**src/core/wdc_consts.svh**
```systemverilog
`ifndef WDC_CONSTS_SVH
`define WDC_CONSTS_SVH

`define WDC_OFS_RELOAD 8'h00
`define WDC_OFS_CTRL 8'h04
`define WDC_OFS_KICK 8'h08
`define WDC_OFS_COUNT 8'h0C
`define WDC_OFS_STATUS 8'h10
`define WDC_OFS_IRQ_EN 8'h14

`define WDC_BIT_ENABLE 0
`define WDC_BIT_HIB_STALL 2
`define WDC_BIT_WEEK_STALL 3
`define WDC_BIT_DBG_STALL 4
`define WDC_BIT_IRQ_MODE 9
`define WDC_BIT_PENDING 0
`define WDC_BIT_IRQ_EN 0

`define WDC_RELOAD_RST 16'hFFFF
`define WDC_COUNT_RST 16'hFFFF

`define WDC_SYS_CLK_HZ 100000000
`define WDC_CORE_CLK_HZ 32768
`define WDC_CORE_PER_DEC 33
`define WDC_DEC_CYCLES ((`WDC_SYS_CLK_HZ / `WDC_CORE_CLK_HZ) * `WDC_CORE_PER_DEC)

`endif

```
**src/core/wdc_pkg.sv**
```systemverilog
package wdc_pkg;

    localparam int WDC_IN_DBG = 0;
    localparam int WDC_IN_WEEK = 1;
    localparam int WDC_IN_HIB0 = 2;
    localparam int WDC_IN_HIB1 = 3;

    typedef struct packed {
        logic [3:0] sync1;
        logic [3:0] sync2;
        logic dog_enable;
        logic expiry_irq_mode;
        logic dbg_stall_en;
        logic week_stall_en;
        logic hib_stall_en;
        logic [15:0] reload;
        logic [15:0] count;
        logic [16:0] div;
        logic pending;
        logic irq_en;
        logic dog_irq;
        logic system_reset;
        logic [31:0] rdata;
    } wdc_state_t;

endpackage

```
**src/core/wdc_watchdog.sv**
```systemverilog
`timescale 1ns/1ps
`include "wdc_consts.svh"

module wdc_watchdog
    import wdc_pkg::*;
#(
    parameter int DEC_CYCLES = `WDC_DEC_CYCLES
)
(
    input wire logic sys_clk,
    input wire logic resetn,
    input wire logic reg_wr,
    input wire logic reg_rd,
    input wire logic [7:0] reg_addr,
    input wire logic [31:0] reg_wdata,
    output logic [31:0] reg_rdata,
    input wire logic debug_active,
    input wire logic week_timer_active,
    input wire logic hib_timer0_active,
    input wire logic hib_timer1_active,
    output logic dog_irq,
    output logic system_reset
);

    localparam logic [16:0] DIV_LAST = 17'(DEC_CYCLES - 1);

    wdc_state_t st;
    wdc_state_t next_st;

    logic wr_reload;
    logic wr_ctrl;
    logic wr_kick;
    logic wr_status;
    logic wr_irq_en;
    logic dbg_hold;
    logic week_hold;
    logic hib_hold;
    logic stalled;
    logic dec_tick;
    logic kick_ok;
    logic start;
    logic expire;

    assign wr_reload = reg_wr && (reg_addr == `WDC_OFS_RELOAD);
    assign wr_ctrl = reg_wr && (reg_addr == `WDC_OFS_CTRL);
    assign wr_kick = reg_wr && (reg_addr == `WDC_OFS_KICK);
    assign wr_status = reg_wr && (reg_addr == `WDC_OFS_STATUS);
    assign wr_irq_en = reg_wr && (reg_addr == `WDC_OFS_IRQ_EN);

    // Stall sources are taken only from the second synchroniser stage
    assign dbg_hold = st.dbg_stall_en && st.sync2[WDC_IN_DBG];
    assign week_hold = st.week_stall_en && st.sync2[WDC_IN_WEEK];
    assign hib_hold = st.hib_stall_en
        && (st.sync2[WDC_IN_HIB0] || st.sync2[WDC_IN_HIB1]);
    assign stalled = dbg_hold || week_hold || hib_hold;

    assign dec_tick = st.dog_enable && !stalled && (st.div == DIV_LAST);
    assign kick_ok = wr_kick && st.dog_enable;
    assign start = wr_ctrl && reg_wdata[`WDC_BIT_ENABLE] && !st.dog_enable;
    assign expire = dec_tick && (st.count == 16'h0000) && !wr_reload && !kick_ok;

    always_comb
    begin
        next_st = st;
        next_st.sync1 = {hib_timer1_active, hib_timer0_active,
            week_timer_active, debug_active};
        next_st.sync2 = st.sync1;
        next_st.system_reset = 1'b0;

        if (wr_ctrl)
        begin
            next_st.dog_enable = reg_wdata[`WDC_BIT_ENABLE];
            next_st.expiry_irq_mode = reg_wdata[`WDC_BIT_IRQ_MODE];
            next_st.dbg_stall_en = reg_wdata[`WDC_BIT_DBG_STALL];
            next_st.week_stall_en = reg_wdata[`WDC_BIT_WEEK_STALL];
            next_st.hib_stall_en = reg_wdata[`WDC_BIT_HIB_STALL];
        end
        if (wr_irq_en)
        begin
            next_st.irq_en = reg_wdata[`WDC_BIT_IRQ_EN];
        end
        if (wr_reload)
        begin
            next_st.reload = reg_wdata[15:0];
        end

        // Divider only advances while running, so a stall freezes the phase too
        if (!st.dog_enable)
        begin
            next_st.div = '0;
        end
        else if (!stalled)
        begin
            next_st.div = dec_tick ? 17'h00000 : st.div + 17'h00001;
        end

        if (wr_reload)
        begin
            next_st.count = reg_wdata[15:0];
            next_st.div = '0;
        end
        else if (start || kick_ok)
        begin
            next_st.count = st.reload;
            next_st.div = '0;
        end
        else if (dec_tick)
        begin
            if (st.count == 16'h0000)
            begin
                // The event itself reloads, so a missed kick does not wrap to FFFF
                next_st.count = st.reload;
                if (st.expiry_irq_mode)
                begin
                    next_st.pending = 1'b1;
                    // A software write of one in the same cycle keeps the mode
                    next_st.expiry_irq_mode = wr_ctrl && reg_wdata[`WDC_BIT_IRQ_MODE];
                end
                else
                begin
                    next_st.system_reset = 1'b1;
                end
            end
            else
            begin
                next_st.count = st.count - 16'h0001;
            end
        end

        // An interrupt expiry in the same cycle as the clear wins, so no event is lost
        if (wr_status && reg_wdata[`WDC_BIT_PENDING] && !expire)
        begin
            next_st.pending = 1'b0;
        end
        if (wr_status && reg_wdata[`WDC_BIT_PENDING] && expire && !st.expiry_irq_mode)
        begin
            next_st.pending = 1'b0;
        end

        next_st.dog_irq = next_st.pending && next_st.irq_en;

        if (reg_rd)
        begin
            next_st.rdata = 32'h00000000;
            case (reg_addr)
                `WDC_OFS_RELOAD: next_st.rdata[15:0] = st.reload;
                `WDC_OFS_CTRL:
                begin
                    next_st.rdata[`WDC_BIT_ENABLE] = st.dog_enable;
                    next_st.rdata[`WDC_BIT_HIB_STALL] = st.hib_stall_en;
                    next_st.rdata[`WDC_BIT_WEEK_STALL] = st.week_stall_en;
                    next_st.rdata[`WDC_BIT_DBG_STALL] = st.dbg_stall_en;
                    next_st.rdata[`WDC_BIT_IRQ_MODE] = st.expiry_irq_mode;
                end
                `WDC_OFS_COUNT: next_st.rdata[15:0] = st.count;
                `WDC_OFS_STATUS: next_st.rdata[`WDC_BIT_PENDING] = st.pending;
                `WDC_OFS_IRQ_EN: next_st.rdata[`WDC_BIT_IRQ_EN] = st.irq_en;
                default: next_st.rdata = 32'h00000000;
            endcase
        end
    end

    always_ff @(posedge sys_clk or negedge resetn)
    begin
        if (!resetn)
        begin
            st.sync1 <= 4'h0;
            st.sync2 <= 4'h0;
            st.dog_enable <= 1'b0;
            st.expiry_irq_mode <= 1'b0;
            st.dbg_stall_en <= 1'b0;
            st.week_stall_en <= 1'b0;
            st.hib_stall_en <= 1'b0;
            st.reload <= `WDC_RELOAD_RST;
            st.count <= `WDC_COUNT_RST;
            st.div <= 17'h00000;
            st.pending <= 1'b0;
            st.irq_en <= 1'b0;
            st.dog_irq <= 1'b0;
            st.system_reset <= 1'b0;
            st.rdata <= 32'h00000000;
        end
        else
        begin
            st <= next_st;
        end
    end

    assign reg_rdata = st.rdata;
    assign dog_irq = st.dog_irq;
    assign system_reset = st.system_reset;
endmodule // wdc_watchdog
```
**config.mk**
```make
export PLATFORM = sky130hd
export DESIGN_NAME = wdc_watchdog
export DESIGN_NICKNAME = d
export VERILOG_FILES = /design/src/core/wdc_pkg.sv /design/src/core/wdc_watchdog.sv
export VERILOG_INCLUDE_DIRS = /design/src /design/src/core
export SDC_FILE = /design/constraint.sdc
export NUM_CORES = 1
export LEC_CHECK = 0
export BUFFER_PORTS_ARGS = -buffer_cell sky130_fd_sc_hd__buf_2
export CORE_UTILIZATION = 51
export DETAILED_ROUTE_END_ITERATION = 12
export PLACE_DENSITY_LB_ADDON = 0.2
export REMOVE_ABC_BUFFERS = 1
export SLEW_MARGIN = 30
export SYNTH_ARGS = -nofsm -noshare
export SYNTH_HDL_FRONTEND = slang
export SYNTH_SLANG_ARGS = --single-unit
```
**constraint.sdc**
```tcl
create_clock -name sys_clk -period 4.55 [get_ports sys_clk]
set_clock_uncertainty 0.05 [all_clocks]
set_input_delay 0.455 -clock sys_clk [delete_from_list [all_inputs] [get_ports sys_clk]]
set_output_delay 0.455 -clock sys_clk [all_outputs]
set_load 0.03 [all_outputs]
```
Word-level counts from Yosys, hierarchy flattened
Cells that the tools add are included.
Widths: inputs -> output; s select.
{"block": "totals", "ff_bits": 82, "latch_bits": 0, "mem_bits_rw": 0, "romBits": 0, "inputBits": 48, "output_inout_bits": 34, "wordCells": 92, "n_memories": 0}
{"block": "op_classes", "n_addsub": 2, "n_mul": 0, "div_mod_pow": 0, "magnitude_cmp": 0, "n_eq_ne": 7, "shift": 0, "muxes": 33, "bitwise_logic": 0, "n_reduce_logical": 35}
{"op": "$mux 17", "count": 4}
{"op": "$mux 16", "count": 3}
{"op": "$mux 33", "count": 1}
{"op": "$logic_and 1x1->1", "count": 22}
{"op": "$mux 1", "count": 18}
{"op": "$add 17x1->17 const B", "count": 1}
{"op": "$eq 17x17->1 const B", "count": 1}
{"op": "$eq 8x4->1 const B", "count": 2}
{"op": "$eq 8x5->1 const B", "count": 2}
{"op": "$logic_not 16->1", "count": 1}
{"op": "$sub 16x1->16 const B", "count": 1}
{"op": "$pmux 6 s2", "count": 1}
{"op": "$pmux 3 s3", "count": 1}
{"op": "$eq 8x3->1 const B", "count": 1}
{"op": "$logic_not 8->1", "count": 1}
{"op": "$pmux 4 s2", "count": 1}
{"op": "$logic_not 1->1", "count": 6}
{"op": "$pmux 1 s5", "count": 1}
{"op": "$logic_or 1x1->1", "count": 4}
{"op": "$mux 4", "count": 1}
{"op": "$ne 4x3->1 const B", "count": 1}
{"op": "$pmux 1 s3", "count": 1}
{"op": "$reduce_bool 3->1", "count": 1}
{"op": "$pmux 1 s2", "count": 1}

Depth between registers and ports, before layout
Gate-level depths: netlist of run 1.
{"block": "depth", "depth_word": 14, "depth_mapped": 8}

Worst setup path after synthesis of run 1
No wires, ideal clock.
{"block": "synth_timing", "kind": "register -> register", "start": "reg st[53] (netlist bit)", "end": "reg st[64] (netlist bit)", "arrival_time_ns": 1.870, "slack_ns": 2.549, "stages_incl_launch_ff": 9, "n_path_buf": 1, "period_less_slack_ns": 2.001, "path_cell_list": "dfstp_2 -> inv_1 -> ha_1 -> nor4b_1 -> and3_1 -> or2_1 -> buf_4 -> a32o_1 -> a32oi_1"}
{"block": "synth_between", "elab_chain_len": 5, "elab_cells_between_ends": 6, "classes_between": "1 x add/sub; 4 x mux; 1 x reduce/logical"}
{"element": "from (decl)", "line": "wdc_watchdog.sv:27", "text": "wdc_state_t st;"}
{"element": "from (signal assigned)", "line": "wdc_watchdog.sv:185", "text": "st <= next_st;"}
{"element": "$sub 16x1->16 or $logic_not 16->1 (tied branches)", "line": "wdc_watchdog.sv:126, wdc_watchdog.sv:109"}
{"element": "$mux 16 (*)", "line": "wdc_watchdog.sv:109", "text": "if (st.count == 16'h0000)"}
{"element": "$mux 16 (*)", "line": "wdc_watchdog.sv:107", "text": "else if (dec_tick)"}
{"element": "$mux 16 (*)", "line": "wdc_watchdog.sv:102", "text": "else if (start || kick_ok)"}
{"element": "$mux 33 (*)", "line": "wdc_watchdog.sv:97", "text": "if (wr_reload)"}
Mark *: on every way between the ends. The rest lies on a longest branch, timed or not. The select of a mux whose other input is x is not followed.
A chain may end at the register's enable or synchronous reset.

Worst setup path in the final report of run 1
{"block": "layout_timing", "start": "in reg_addr[3]", "end": "reg st[62] (netlist bit)"}
{"block": "layout_between", "elab_chain_len": 7, "elab_cells_between_ends": 13, "classes_between": "2 x eq/ne; 2 x mux; 9 x reduce/logical"}
{"element": "from (decl)", "line": "wdc_watchdog.sv:14", "text": "input wire logic [7:0] reg_addr,"}
{"element": "$eq 8x3->1"}
{"element": "$logic_and 1x1->1", "line": "wdc_watchdog.sv:45", "text": "assign wr_ctrl = reg_wr && (reg_addr == `WDC_OFS_CTRL);"}
{"element": "$logic_and 1x1->1 (2 in series)", "line": "wdc_watchdog.sv:59", "text": "assign start = wr_ctrl && reg_wdata[`WDC_BIT_ENABLE] && !st.dog_enable;"}
{"element": "$logic_or 1x1->1", "line": "wdc_watchdog.sv:102"}
{"element": "$mux 16", "line": "wdc_watchdog.sv:102"}
{"element": "$mux 33", "line": "wdc_watchdog.sv:97"}
Several ways; a longest one is shown, not always the timed one.

==> results.py, run 1 <==
metrics = {
    "die": {
        "die_h_um": 96.4,
        "io_pins": 82,
        "start_util_pct": 52.4,
        "die_area_mm2": 0.00930,
        "rows": 34,
        "core_area_mm2": 0.00868,
        "fp.dieW_um": 96.4,
    },
    "worst_setup_path": {
        "arrival_ns": 2.52,
        "critPathMaxStageDelay_ns": 0.58,
        "rr_worst_depth": 6,
        "required_ns": 4.78,
        "r2r_end": "st[64]",
        "reg2reg_setup_slack_ns": 2.27,
        "cp.buffers_inverters": 1,
        "end_kind": "flip-flop",
        "path_cells": "buf_2, or4_4, nor2_4, nand2_2, nand2_1, a31oi_1, a22o_1",
        "cp_max_fo": 17,
        "crit_family": "simple AND/OR/NAND/NOR gates",
        "r2r-start": "st[89]",
        "cp_slowest_cell": "or4_4",
        "critPathLaunchType": "primary input",
        "critPathKind": "primary input to flip-flop",
    },
    "clock_tree": {
        "cts_setup_buffers": 0,
        "root_buffer": "clkbuf_8",
        "htree_num_levels": 3,
        "ctsResizeCount": 0,
        "cts_tree": "yes",
        "clockBufferDepth": 2,
        "clk_latency_ns": 0.35,
        "clkTransAtPathRegs_ns": 0.08,
        "numClockSinks": 82,
        "numCtsBuffers": 9,
        "cts_hold_buf": 0,
    },
    "placement": {
        "dp.cells": 600,
        "pre_cts_slack_ns": 1.77,
        "port_buffers": 49,
        "globalplace.congestion": 0.801,
        "hpwl_um": 6800,
    },
    "drt": {
        "drtIter0Drc": 264,
        "post-route-drc-count": 0,
        "vias": 3631,
        "via_per_inst": 5.89,
        "drt-total-wl_um": 10200,
        "postRouteAntennaNets": 0,
        "wl_per_cell_um": 16.5,
        "firstDrtPassIters": 6,
    },
    "synthesis": {
        "synth_edf_count": 0,
        "yosysWarnings": 0,
        "synth-main-ff-cell": "dfrtp_1",
        "ys_ff_latch": 82,
        "ys_async_sr_fraction_pct": 100,
        "netlist_instances": 479,
        "synth.distinct_cells": 63,
        "synth_area_per_cell_um2": 9.49,
        "synth.yosys.seq_area_share_pct": 46.0,
        "syn-cell-area_mm2": 0.00455,
    },
    "timing": {
        "setup_viol": 0,
        "post-route-min-period_ns": 2.29,
        "period_share_pct": 50.3,
        "setup_tns_ns": 0,
        "slew_viol_final": 0,
        "timing.fmax_mhz": 437,
        "fin_ws_ns": 2.26,
        "worst_pin_slew_ns": 0.755,
        "rsz0062_at_grt": "false",
        "hold_viol": 0,
        "max_slew_margin_pct": 49.6,
    },
    "grt": {
        "grt_pass1_wl_um": 16100,
        "grt_max_degree": 83,
        "grt_pass1_vias": 3262,
        "grt_usage_pct": 23.0,
        "antenna_found_initial": 0,
        "overflow": 0,
    },
    "finish": {
        "fillerInstances": 807,
        "area_growth_pct": 5.89,
        "layout-drive-gt1-share_pct": 24.6,
        "finish.utilization_pct": 55.5,
        "fin_cells": 616,
        "nets": 555,
        "diodes": 0,
    },
    "power_and_ir_drop": {
        "fin_total_pwr_mw": 1.41,
        "leakagePower_nw": 2.07,
        "powerDensity_mw_per_mm2": 292,
        "vdd_drop_max_uv": 132,
    },
    "outcome": {
        "outcome": "completed",
    },
    "min_path": {
        "hold_path_class": "primary input to async pin",
    },
    "job": {
        "maxCapViolations": 0,
    },
}
[per-stage QoR]
step / hold WS, ns / instance area (um^2)
floorplan: 0.109 / 4260
global placement: 0.283 / 4640
detailed placement: 0.285 / 4650
CTS: 0.123 / 4810
global route: 0.133 / 4810
finish: 0.0924 / 4810
[final cells by class]
type | count | area [um^2] | share of cell area [%]
inverters | 12 | 45.0 | 0.936
multi-input cells | 349 | 2130 | 44.2
clock buffers | 11 | 131 | 2.73
repair buffers | 49 | 251 | 5.22
flip-flops and latches | 82 | 2090 | 43.5
clock inverters | 5 | 32.5 | 0.676
well taps | 108 | 135 | 2.81
[cell usage after synthesis, types with 3 or more instances]
| library cell | n | area share [%] |
|---|---|---|
| nand4_1 | 8 | 1.1 |
| a22oi_1 | 12 | 2.0 |
| o31ai_1 | 5 | 0.83 |
| a21oi_1 | 29 | 3.2 |
| o22ai_1 | 6 | 0.83 |
| nor2_1 | 35 | 2.9 |
| a22o_1 | 3 | 0.58 |
| nand2b_1 | 6 | 0.83 |
| nor2b_1 | 4 | 0.55 |
| and2_1 | 3 | 0.41 |
| ha_1 | 4 | 1.1 |
| buf_4 | 36 | 5.9 |
| and3_1 | 12 | 1.7 |
| nand2_1 | 71 | 5.9 |
| xor2_1 | 10 | 1.9 |
| inv_1 | 12 | 0.99 |
| clkbuf_1 | 8 | 0.66 |
| a31oi_1 | 7 | 0.96 |
| o21ai_0 | 16 | 1.8 |
| nor3_1 | 12 | 1.3 |
| mux2_2 | 6 | 1.5 |
| or3_1 | 3 | 0.41 |
| nor4b_1 | 3 | 0.58 |
| a222oi_1 | 6 | 1.3 |
| dfrtp_1 | 50 | 28 |
| nand3_1 | 21 | 2.3 |
| a32o_1 | 4 | 0.88 |
| buf_2 | 5 | 0.55 |
| dfstp_2 | 32 | 18 |
| a41oi_1 | 3 | 0.58 |
[state kept, by name, indices dropped and copies added (netlist names)]
signal and count:
st 60, reg_rdata 16, next_st 4, system_reset 1, dog_irq 1
[power breakdown]
group	switching [mW]	internal, mW
clock network	0.265	0.197
registers	0.0212	0.765
logic	0.110	0.0480
[kinds of logic (layout without fill, tap and decap cells)]
kind of cell / Yosys count / count (layout) / share of synthesized area [%]
compound gates: 113 / 113 / 17.6
xor+xnor: 10 / 10 / 1.93
fa+ha+maj: 4 / 4 / 1.10
buf+inv: 63 / 77 / 8.64
flops: 82 / 82 / 46.0
mux: 6 / 6 / 1.49
other cells: 1 / 16 / 0.0825
simple gates: 200 / 200 / 23.2
[cells in the final DEF, fill, tap and decap left out, drive strengths merged, types with 6 or more instances in the layout]
| cell | count |
|---|---|
| buf | 49 |
| o21ai | 16 |
| nor3 | 15 |
| and3 | 13 |
| xor2 | 10 |
| dfstp | 32 |
| clkbuf | 11 |
| nand2b | 6 |
| nand4 | 8 |
| a22oi | 12 |
| mux2 | 6 |
| inv | 12 |
| nand3 | 21 |
| conb | 16 |
| dfrtp | 50 |
| nand2 | 72 |
| nor2 | 36 |
| a31oi | 9 |
| o22ai | 6 |
| a222oi | 6 |
| o31ai | 6 |
| a21oi | 30 |
[layer usage]
metal | up-vias | GRT usage [%] | wire (um)
met3 | 10 | 3.21 | 594
met1 | 1753 | 34.1 | 4880
li1 | 1736 | - | -
met5 | - | 0 | 0
met2 | 132 | 34.1 | 4600
met4 | 0 | 8.58 | 85
[worst max path at each step]
| stage | endpoint | from | depth (start not counted) | slack (ns) |
|---|---|---|---|---|
| after global routing | st[58] | st[89] | 6 | 2.08 |
| after global placement | st[53] | reg_addr[4] | 6 | 1.78 |
| after floorplan | st[53] | reg_addr[5] | 5 | 2.38 |
| after detailed placement | st[54] | reg_addr[4] | 7 | 1.77 |
| after CTS | st[54] | reg_addr[4] | 7 | 2.12 |
| final | st[62] | reg_addr[3] | 7 | 2.26 |
Power figures use the tool's default switching activity.
==> run 2: changes to the inputs <==
clock period = 2.4 ns   (was 4.55 ns; I/O delays follow)
==> run 2 against run 1 <==
Compared with the run above:
- first-iteration DRC count rose by 21%
- worst setup slack got worse by 2.1 ns
- global-route usage rose by 1.1 points
- combinational power rose by 99%
- via count increased by 1.9%
- worst hold slack worse by 0.064 ns
- flip-flop and latch count stayed put
- sequential power rose by 89%
==> results.py, run 2 (synthesis gave the netlist of run 1 again) <==
metrics = {
    "worst_setup_path": {
        "critPathKind": "flip-flop to flip-flop",
        "path_cells": "or3_4, nor3_4, nand3_1, and3_1, a32o_1, a32oi_1",
        "crit_family": "simple AND/OR/NAND/NOR gates",
        "end_kind": "flip-flop",
        "arrival_ns": 2.48,
        "critPathMaxStageDelay_ns": 0.44,
        "required_ns": 2.64,
        "cp_max_fo": 10,
        "critPathLaunchType": "flip-flop",
        "cp_slowest_cell": "or3_4",
        "cp.buffers_inverters": 0,
    },
    "drt": {
        "postRouteAntennaNets": 0,
        "vias": 3699,
        "wl_per_cell_um": 16.4,
        "post-route-drc-count": 0,
        "firstDrtPassIters": 5,
        "via_per_inst": 5.83,
        "drt-total-wl_um": 10400,
        "drtIter0Drc": 320,
    },
    "timing": {
        "setup_viol": 0,
        "rsz0062_at_grt": "false",
        "setup_tns_ns": 0,
        "worst_pin_slew_ns": 0.646,
        "slew_viol_final": 0,
        "max_slew_margin_pct": 56.6,
        "timing.fmax_mhz": 445,
        "post-route-min-period_ns": 2.25,
        "hold_viol": 0,
        "period_share_pct": 93.7,
    },
    "grt": {
        "overflow": 0,
        "antenna_found_initial": 0,
        "grt_pass1_vias": 3420,
        "grt_usage_pct": 24.1,
        "grt_max_degree": 49,
        "grt_pass1_wl_um": 16800,
    },
    "clock_tree": {
        "root_buffer": "clkbuf_8",
        "cts_setup_buffers": 0,
        "clk_latency_ns": 0.36,
        "clkTransAtPathRegs_ns": 0.09,
        "clockBufferDepth": 2,
        "htree_num_levels": 3,
        "ctsResizeCount": 0,
        "numClockSinks": 82,
        "numCtsBuffers": 9,
        "cts_tree": "yes",
    },
    "finish": {
        "final_common_cell": "nand2_1",
        "fillerInstances": 768,
        "finish.utilization_pct": 57.4,
        "layout-drive-gt1-share_pct": 26.2,
        "diodes": 0,
        "seqCellArea_mm2": 0.00209,
        "largest_reg_flops": 60,
        "area_growth_pct": 9.58,
        "final_cell_mix": "nand2_1 (71), dfrtp_1 (50), buf_2 (48)",
        "nets": 573,
        "largest-register": "st",
        "multi_input_area_mm2": 0.00212,
    },
    "placement": {
        "port_buffers": 49,
        "hpwl_um": 7300,
        "globalplace.congestion": 0.821,
    },
    "die": {
        "fp.dieW_um": 96.4,
        "io_pins": 82,
        "die_area_mm2": 0.00930,
        "die_h_um": 96.4,
        "start_util_pct": 52.4,
        "rows": 34,
        "core_area_mm2": 0.00868,
    },
    "power_and_ir_drop": {
        "leakagePower_nw": 2.17,
        "powerDensity_mw_per_mm2": 546,
        "vdd_drop_max_uv": 361,
    },
    "job": {
        "maxCapViolations": 0,
    },
    "min_path": {
        "hold_path_class": "primary input to flip-flop",
    },
    "outcome": {
        "outcome": "completed",
    },
}
-- run 2: stage by stage --
stage / setup WS, ns / power [mW] / cell area [um^2] / std cells / hold WS [ns]
2_1_floorplan: 0.441 / 1.69 / 4260 / 443 / -0.106
3_3_place_gp: 0.228 / 1.82 / 4760 / 613 / 0.179
3_5_place_dp: 0.179 / 1.82 / 4760 / 613 / 0.186
4_1_cts: 0.163 / 2.74 / 4980 / 634 / 0.0198
5_1_grt: 0.0266 / 2.84 / 4980 / 634 / 0.0312
6_report: 0.151 / 2.72 / 4980 / 634 / 0.0285
-- run 2: metal layers --
| layer | routed length, um | GRT usage, % | up-vias | share of wire [%] |
|---|---|---|---|---|
| li1 | - | - | 1766 | - |
| met1 | 5080 | 34.4 | 1800 | 49 |
| met2 | 4710 | 36.3 | 121 | 45 |
| met3 | 500 | 4.07 | 12 | 4.8 |
| met4 | 125 | 10.0 | 0 | 1.2 |
| met5 | 0 | 0 | - | 0 |
-- run 2: what timing repair did --
| item | in CTS | in global routing |
|---|---|---|
| setup endpoints to repair | 0 | 0 |
| hold buffers | 5 | 0 |
| hold endpoints to repair | 32 | 0 |
-- run 2: path summary, 6_finish.rpt --
check	startpoint	to	slack, ns	cells after the start
setup / recovery	st[64]	st[64]	0.15	6
hold / removal	reg_wdata[13]	st[82]	0.03	3
setup reg to reg	st[64]	st[64]	0.15	6
hold reg to reg	next_st[90]	st[90]	0.30	0
max in group asynchronous	resetn	st[78]	1.30	3
min in group asynchronous	resetn	reg_rdata[11]	0.32	2
-- run 2: where the power goes --
group / switching (mW) / internal, mW
Clock: 0.519 / 0.399
Combinational: 0.211 / 0.104
Sequential: 0.0387 / 1.45
Total: 0.769 / 1.95
-- run 2: area by class of cell --
cell class	instances	share of cell area (%)
Tap cell	108	2.71
Clock inverter	5	0.603
Inverter	12	0.904
Timing Repair Buffer	67	8.44
Multi-Input combinational cell	349	42.5
Clock buffer	11	2.84
Sequential cell	82	42.0
-- run 2: worst reg2reg max path, cell delays in order, from the launching register on --
cell and delay, ns:
dfstp_2 0.40, or3_4 0.44, nor3_4 0.21, nand3_1 0.18, and3_1 0.35, a32o_1 0.33
a32oi_1 0.22
